$ cat src/inc/sleep_pkg.sv
/*
 * Constants, types and reset image of the sleep and wake sequencer.
 * Assumes a single 25 MHz clock and byte strobes from host-side logic.
 */
package sleep_pkg;

   // ***********************************************************
   // Timing
   // ***********************************************************
   localparam int unsigned CLK_KHZ          = 25000;
   localparam int unsigned BOOT_TIME_MS     = 3500;
   localparam int unsigned BOOT_CYCLES_DFLT = BOOT_TIME_MS * CLK_KHZ;
   localparam int          BOOT_CNT_W       = 27;

   // ***********************************************************
   // Sleep command and wake pattern
   // ***********************************************************
   localparam logic [7:0] SLEEP_B0   = 8'h1b;
   localparam logic [7:0] SLEEP_B1   = 8'hf2;
   localparam logic [7:0] SLEEP_B2   = 8'h02;
   localparam logic [7:0] SLEEP_B3   = 8'h05;
   localparam logic [7:0] SLEEP_PAD  = 8'h00;
   localparam logic [3:0] SEQ_ZERO   = 4'h0;
   localparam logic [3:0] SEQ_ONE    = 4'h1;
   localparam logic [3:0] SEQ_LAST   = 4'h8;
   localparam logic [7:0] NULL_CHAR  = 8'h00;
   localparam logic [2:0] WAKE_ZERO  = 3'h0;
   localparam logic [2:0] WAKE_LAST  = 3'h5;

   // Pin levels assumed before the synchronisers have filled
   localparam logic DTR_IDLE    = 1'b1;
   localparam logic JUMPER_DFLT = 1'b1;
   localparam logic OPT_DFLT    = 1'b1;

   typedef enum logic [1:0] {
      ST_ASLEEP = 2'b00,
      ST_BOOT   = 2'b01,
      ST_RUN    = 2'b10
   } pwr_state_t;

   typedef struct packed {
      logic       valid;
      logic [7:0] data;
   } byte_strobe_t;

   typedef struct packed {
      logic dtr;
      logic sleep_src;
      logic wake_pat;
      logic opt;
   } pin_sync_t;

   typedef struct packed {
      pin_sync_t             s1;
      pin_sync_t             s2;
      logic                  dtr_prev;
      pwr_state_t            state;
      logic [BOOT_CNT_W-1:0] boot_cnt;
      logic [3:0]            seq_idx;
      logic [2:0]            wake_cnt;
      logic                  main_power;
      logic                  ready;
      logic                  asleep;
   } ctl_state_t;

   localparam pin_sync_t  PINS_RESET = '{DTR_IDLE, JUMPER_DFLT, JUMPER_DFLT, OPT_DFLT};
   localparam ctl_state_t CTL_RESET  = '{PINS_RESET, PINS_RESET, DTR_IDLE, ST_ASLEEP,
                                         '0, SEQ_ZERO, WAKE_ZERO, 1'b0, 1'b0, 1'b1};

   function automatic logic [7:0] sleep_byte(input logic [3:0] idx);
      unique case (idx)
         4'h0:    sleep_byte = SLEEP_B0;
         4'h1:    sleep_byte = SLEEP_B1;
         4'h2:    sleep_byte = SLEEP_B2;
         4'h3:    sleep_byte = SLEEP_B3;
         default: sleep_byte = SLEEP_PAD;
      endcase
   endfunction

endpackage

$ cat src/logic/printer_sleep_wake_controller.sv
/*
 * Sleep and wake sequencer of the optional low-power board.
 * Assumes host and serial byte strobes come from logic on mclk; pins and
 * jumpers are asynchronous and are synchronised here.
 */
// Functional notes
// - Power-up always starts asleep, printer unpowered
// - Shorted source jumper: nine-byte command sleeps
// - Without the option the command does nothing
// - Open source jumper: DTR rising sleeps
// - Shorted pattern jumper: six nulls wake
// - Open pattern jumper: any six characters wake
// - DTR low always wakes
// - Ready only after 3.5 s boot interval
// - Asleep removes printer power, wake restores it
`timescale 1ns/1ps

module printer_sleep_wake_controller
   import sleep_pkg::*;
#(
   parameter int unsigned boot_cycles = BOOT_CYCLES_DFLT
) (
   input  wire logic         mclk,
   input  wire logic         rst_b,
   input  wire logic         dtr_pin,
   input  wire logic         sleep_source_jumper,
   input  wire logic         wake_pattern_jumper,
   input  wire logic         sleep_option_fitted,
   input  wire byte_strobe_t host_byte,
   input  wire byte_strobe_t serial_char,
   output logic              main_power,
   output logic              ready,
   output logic              asleep
);

   // ***********************************************************
   // State
   // ***********************************************************
   ctl_state_t r;
   ctl_state_t next_r;
   logic       dtr_rise;
   logic       char_ok;
   logic       wake_evt;
   logic       seq_match;
   logic       cmd_hit;
   logic       sleep_evt;
   logic       boot_done;

   // Dropped bytes in a partial match restart, but a stray 1b re-arms
   assign dtr_rise  = r.s2.dtr && !r.dtr_prev;
   assign char_ok   = !r.s2.wake_pat || serial_char.data == NULL_CHAR;
   // DTR low, option not fitted or serial pattern; host bytes never wake
   assign wake_evt  = !r.s2.dtr || !r.s2.opt
                      || (serial_char.valid && char_ok && r.wake_cnt == WAKE_LAST);
   assign seq_match = host_byte.data == sleep_byte(r.seq_idx);
   assign cmd_hit   = host_byte.valid && seq_match && r.seq_idx == SEQ_LAST;
   // only a fitted board ever cuts power
   assign sleep_evt = r.s2.opt && (r.s2.sleep_src ? cmd_hit : dtr_rise);
   assign boot_done = r.boot_cnt == BOOT_CNT_W'(boot_cycles - 1);

   // ***********************************************************
   // Next state
   // ***********************************************************
   always_comb begin
      next_r          = r;
      next_r.s1       = '{dtr_pin, sleep_source_jumper, wake_pattern_jumper,
                          sleep_option_fitted};
      next_r.s2       = r.s1;
      next_r.dtr_prev = r.s2.dtr;
      unique case (r.state)
         ST_ASLEEP: begin
            if (serial_char.valid) begin
               if (char_ok) begin
                  next_r.wake_cnt = 3'(r.wake_cnt + 3'h1);
               end else begin
                  next_r.wake_cnt = WAKE_ZERO;
               end
            end
            if (wake_evt) begin
               next_r.state      = ST_BOOT;
               next_r.boot_cnt   = '0;
               next_r.main_power = 1'b1;
               next_r.asleep     = 1'b0;
               next_r.wake_cnt   = WAKE_ZERO;
            end
         end
         ST_BOOT: begin
            // Sleep requests here are dropped; the printer is still booting
            if (boot_done) begin
               next_r.state = ST_RUN;
               next_r.ready = 1'b1;
            end else begin
               next_r.boot_cnt = BOOT_CNT_W'(r.boot_cnt + 1'b1);
            end
         end
         ST_RUN: begin
            if (host_byte.valid) begin
               if (seq_match && r.seq_idx != SEQ_LAST) begin
                  next_r.seq_idx = 4'(r.seq_idx + SEQ_ONE);
               end else if (host_byte.data == sleep_byte(SEQ_ZERO)) begin
                  next_r.seq_idx = SEQ_ONE;
               end else begin
                  next_r.seq_idx = SEQ_ZERO;
               end
            end
            if (sleep_evt) begin
               next_r.state      = ST_ASLEEP;
               next_r.main_power = 1'b0;
               next_r.ready      = 1'b0;
               next_r.asleep     = 1'b1;
               next_r.seq_idx    = SEQ_ZERO;
               next_r.wake_cnt   = WAKE_ZERO;
            end
         end
         default: begin
            next_r = CTL_RESET;
         end
      endcase
      if (!rst_b) begin
         next_r = CTL_RESET;
      end
   end

   always_ff @(posedge mclk) begin
      r <= next_r;
   end

   assign main_power = r.main_power;
   assign ready      = r.ready;
   assign asleep     = r.asleep;
endmodule

$ cat config.mk
export PLATFORM = sky130hd
export DESIGN_NAME = printer_sleep_wake_controller
export DESIGN_NICKNAME = d
export VERILOG_FILES = /design/src/inc/sleep_pkg.sv /design/src/logic/printer_sleep_wake_controller.sv
export SDC_FILE = /design/constraint.sdc
export NUM_CORES = 1
export LEC_CHECK = 0
export BUFFER_PORTS_ARGS = -buffer_cell sky130_fd_sc_hd__buf_2
export CAP_MARGIN = 15
export CORE_UTILIZATION = 57
export CTS_CLUSTER_DIAMETER = 60
export DETAILED_ROUTE_END_ITERATION = 16
export PLACE_DENSITY = 0.79
export REMOVE_ABC_BUFFERS = 1
export SETUP_SLACK_MARGIN = 0.15
export SKIP_CTS_REPAIR_TIMING = 1
export SLEW_MARGIN = 10
export SYNTH_ARGS = -nofsm -noshare
export SYNTH_HDL_FRONTEND = slang
export SYNTH_SLANG_ARGS = --single-unit
$ cat constraint.sdc
create_clock -name mclk -period 2.6 [get_ports mclk]
set_input_delay 0.52 -clock mclk [delete_from_list [all_inputs] [get_ports mclk]]
set_output_delay 0.52 -clock mclk [all_outputs]
set_load 0.01 [all_outputs]
Word level (Yosys, flattened, before mapping). Index checks and enable logic that the tools add are counted.

Reductions and logical operators: 26. Equal/unequal tests: 17. Bitwise operators: 4. Muxes and demuxes: 21. Add/subtract/negate cells: 3.

Operators with widths (number): case mux 27 bit (3 select lines) (1); case mux 8 bit (4 select lines) (1); 2-to-1 mux 29 bit (1); adder 27 x 1 -> 27 bit, second input constant (1); == test 27 bit, second input constant (1); 2-to-1 mux 27 bit (1); AND reduction 3 bit (5); 2-to-1 mux 4 bit (3); case mux 4 bit (3 select lines) (1); 2-to-1 mux 10 bit (1); == test 4 x 2 -> 1 bit, second input constant (2); == test 8 x 5 -> 1 bit, second input constant (1); == test 8 bit (1); zero test 8 bit (1); != test 2 bit, second input constant (4); case mux 4 bit (2 select lines) (1); logical AND 1 bit (7); 2-to-1 mux 3 bit (2); != test 3 bit, second input constant (2); case mux 1 bit (3 select lines) (2); case mux 2 bit (3 select lines) (1); adder 4 x 1 -> 4 bit, second input constant (1); == test 4 x 1 -> 1 bit, second input constant (1); == test 4 bit, second input constant (1); 15 further kinds (28).

Bits of input ports: 24. Register bits after elaboration: 48.

Longest topological paths before layout.
Depth after elaboration: 9. Gate-level depth with buffers: 9. Gate-level depth less buffers: 8.

Worst setup path before layout. Ideal clock, no wire load.

Kind: input-to-reg. From: in serial_char[7] in the netlist's numbering. To: reg r[23] in the netlist's numbering. Stages on the path: 6. Arrival: 2.223 ns. Path slack: 0.306 ns. Buffers on the path: 0. Cells stage by stage: or4_1 > o2111ai_2 > nand2_4 > and2_4 > or4_1 > a21oi_1.

Longest elaborated chain between the ends: 7.

Ends and longest elaborated chain: start: declaration (line printer_sleep_wake_controller.sv:30) `input wire byte_strobe_t serial_char,`; zero test 8 bit (line printer_sleep_wake_controller.sv:51) `assign char_ok = !r.s2.wake_pat || serial_char.data == NULL_CHAR;`; logical OR 1 bit (line printer_sleep_wake_controller.sv:51); logical AND 1 bit (2 in a row) (line printer_sleep_wake_controller.sv:54) `|| (serial_char.valid && char_ok && r.wake_cnt == WAKE_LAST);`; logical OR 1 bit (line printer_sleep_wake_controller.sv:54); != test 2 bit (no line); AND reduction 3 bit (no line); end signal: assignment (line printer_sleep_wake_controller.sv:125) `r <= next_r;`; end: declaration (line printer_sleep_wake_controller.sv:39) `ctl_state_t r;`.

No other way between the ends. A chain may end at the register's enable or synchronous reset.

Final worst setup path.
From: reg r[6] in the netlist's numbering. To: reg r[6] in the netlist's numbering.

Longest elaborated chain between the ends: 9.

Ends and longest elaborated chain: == test 4 x 2 -> 1 bit, or another cell as far along (line sleep_pkg.sv:71) `unique case (idx)`; case mux 8 bit (4 select lines) (line sleep_pkg.sv:71); == test 8 bit (line printer_sleep_wake_controller.sv:55) `assign seq_match = host_byte.data == sleep_byte(r.seq_idx);`; logical AND 1 bit (2 in a row) (line printer_sleep_wake_controller.sv:56) `assign cmd_hit = host_byte.valid && seq_match && r.seq_idx == SEQ_LAST;`; 2-to-1 mux 1 bit (line printer_sleep_wake_controller.sv:58) `assign sleep_evt = r.s2.opt && (r.s2.sleep_src ? cmd_hit : dtr_rise);`; logical AND 1 bit (line printer_sleep_wake_controller.sv:58); 2-to-1 mux 10 bit or != test 3 bit (tied branches); case mux 4 bit (2 select lines) or AND reduction 2 bit (tied branches).

Several ways; a longest one is shown, not always the timed one. The select of a mux whose other input is x is not followed.

==> impl_results.md <==
- Status: complete, no violations
- Share of layout cells above drive strength 1: 17.8%
- Clock latency at the later pin of the worst-skew pair: 310 ps
- DP Area: 2860 sq um
- Final Hold Viols: 0
- Area Growth Syn to Fin: 13.7%
- Post-synthesis register bit count: 48
- Mapped Area: 2630 sq um
- DR vias/cell: 5.95
- CP cell instances: inv_1 -> ha_1 -> nor3_1 -> nor3_1 -> nor4b_2 -> buf_4 -> nand4_1 -> buf_4 -> a2111o_1 -> nand3_1
- Worst-path clk slew: 90 ps
- First-pass detailed-route iteration total: 4
- Initial antenna violation count: 0
- Clk buf depth: 2
- Synthesized area per cell: 8.54 sq um
- Die W: 69.9 microns
- Pwr Density: 472 nW/um^2
- NumNets Final: 372
- Critical Path Start Type: register
- Yosys warns: 0
- Seq pwr share: 53.6%
- Most numerous cell in the Yosys netlist: dfxtp_1
- Bufs and invs on worst path: 3
- CTS Sinks: 48
- R2r setup slk: 290 ps
- VDD IR-drop max: 0.377 mV
- CP max FO: 6
- P_sw: 0.332 mW
- RSZ-0062 raised after global routing: false
- Clock Power Share: 38.2%
- Top-area cell type share of the netlist area: 36.5%
- Slew HR: 56.9%
- Routability cong.: 0.869
- Hold Startpoint: sleep_source_jumper
- Vias in the first global route: 2256
- Pin count of the biggest net entering global routing: 25
- Sequential fraction of the synthesis area: 36.5%
- Die Y: 69.9 microns
- Count of final setup violators: 0
- Final instance area: 2990 sq um
- Crit path max-delay cell type: dfxtp_1
- Worst-case reg-to-reg path depth: 10
- PortBufs: 26
- Root Driver: clkbuf_8
- Dpl cells: 384
- CTS Buf Count: 5
- TritonCTS clock tree: built
- Slew Limit Fails: 0
- Main area contributors after synthesis: dfxtp_1, xnor2_1, nor2_1
- Total Power: 1.41 mW
- Mapped Cells: 308
- Leakage: 1.03 nW
- Synth Flop Type: dfxtp_1
- Most frequent cells after synthesis: dfxtp_1, nor2_1, nand2_1, a21oi_1, nand3_1
- DR WL/cell: 14.4 microns
- Min-delay worst type: in2reg
- Cell family with most CP delay: simple AND/OR/NAND/NOR gates
- Hold depth: 2
- Worst clock skew: 5.71 ps
- Final non-filler cell total: 394
- Drt drc: 0
- Synth async-reset ratio: 0%
- Initial Utilization: 60.0%
- Die area: 4890 sq um
- Routed WL: 5.66 mm
- First-pass GRT wire length: 9.90 mm
- Post-synth cell types: 57
- Number of enable flip-flop cells after synthesis: 0
- Hpwl dp: 4.23 mm
- Cell row count: 24
- Max-capacitance violation count: 0
- R2R Path Start: r[6]
- Switching fraction of total power: 23.5%
- Routed vias: 2345
- H-tree Lvls: 2
- Worst Hold Endpoint: r[46]
- Total track usage: 24.8%
- Critical path type: reg2reg
- Fmax achieved: 0.433 GHz
- Gr ovfl total: 0
- Placeable Area: 4380 sq um
- Worst slew pin tran: 642 ps
- Starting DRT DRC Count: 120
- Post-route ant nets: 0
- # diodes: 0
- Critical Path RT: 2860 ps
- Synth area leader: dfxtp_1
- Proportion of power drawn by combinational gates: 8.2%
- Critical Path AT: 2570 ps
- IO Count: 27
- Setup_tns: 0 ps
- Worst r2r dst: r[6]
- Max incr delay on CP: 430 ps
- Final core occ: 68.2%
- CP endpoint kind: register
- Final worst path period share: 88.8%
- Tmin final: 2310 ps
- Internal power: 1.08 mW
## per-layer routing
layer	wire [microns]	global-route usage [%]	vias to the layer above
li1	-	-	1203
met1	2580	31.3	1099
met2	2810	42.2	37
met3	199	4.47	6
met4	68	8.89	0
met5	0	0	-
## through the flow
step	setup WS (ps)	hold WS, ps
floorplan	211	386
global placement	174	388
detailed placement	98.7	402
CTS	89.6	386
global route	143	386
finish	292	389
## cell families (layout without fill, tap and decap cells)
kind of cell,count (synthesis),after routing,share of synthesized area [%]
xor gates and xnor gates,17,17,5.66
DFF,48,48,36.5
buffers and inverters,23,57,3.66
AOI/OAI and AO/OA,71,71,20.1
and+or+nand+nor,142,142,30.8
adders and majority gates,7,7,3.33
## cell usage in the layout (no fill, tap or decap), types with 4 or more instances in the layout
| cell | synthesis | final |
|---|---|---|
| dfxtp_1 | 48 | 48 |
| a21o_1 | 4 | 4 |
| nand3_1 | 18 | 18 |
| o21ai_0 | 11 | 11 |
| nand2_1 | 22 | 22 |
| or3_1 | 6 | 6 |
| nor4_1 | 4 | 4 |
| xnor2_1 | 17 | 17 |
| inv_1 | 12 | 12 |
| nand2b_1 | 11 | 11 |
| ha_1 | 7 | 7 |
| buf_2 | 2 | 26 |
| nor3_1 | 10 | 10 |
| buf_4 | 0 | 10 |
| o21a_1 | 6 | 6 |
| nor2_1 | 29 | 29 |
| a211oi_1 | 10 | 10 |
| a2111oi_2 | 3 | 4 |
| a21oi_1 | 18 | 18 |
| nand4_1 | 8 | 8 |
| clkbuf_8 | 0 | 5 |
## layout make-up
| cell class | count | area, sq um |
|---|---|---|
| clock inverter | 3 | 42.5 |
| fill | 392 | 1390 |
| timing repair buffer | 37 | 225 |
| sequential | 48 | 961 |
| tap | 52 | 65.1 |
| inverter | 12 | 45.0 |
| multi-input combinational | 237 | 1580 |
| clock buffer | 5 | 68.8 |
## flip-flops by register name (all words and copies together) (netlist names)
| signal | flops |
|---|---|
| asleep | 1 |
| main_power | 1 |
| r | 45 |
| ready | 1 |
## worst max-delay path by stage
| stage | slack, ps | endpoint | depth (start not counted) | from |
|---|---|---|---|---|
| floorplan | 210 | r[23] | 6 | serial_char[7] |
| finish | 290 | r[6] | 10 | r[6] |
| detailed placement | 100 | r[4] | 6 | serial_char[7] |
| CTS | 90 | r[6] | 8 | r[6] |
| global placement | 170 | r[23] | 7 | serial_char[7] |
| global route | 140 | r[9] | 10 | r[6] |
## power groups by stage
stage	sequential (mW)	clock (mW)	combinational, mW
global route	0.759	0.577	0.128
detailed placement	0.774	0	0.114
finish	0.757	0.539	0.116
CTS	0.757	0.545	0.115
floorplan	0.772	0	0.0612
global placement	0.773	0	0.111
No activity file was read; power rests on OpenSTA's default activity.
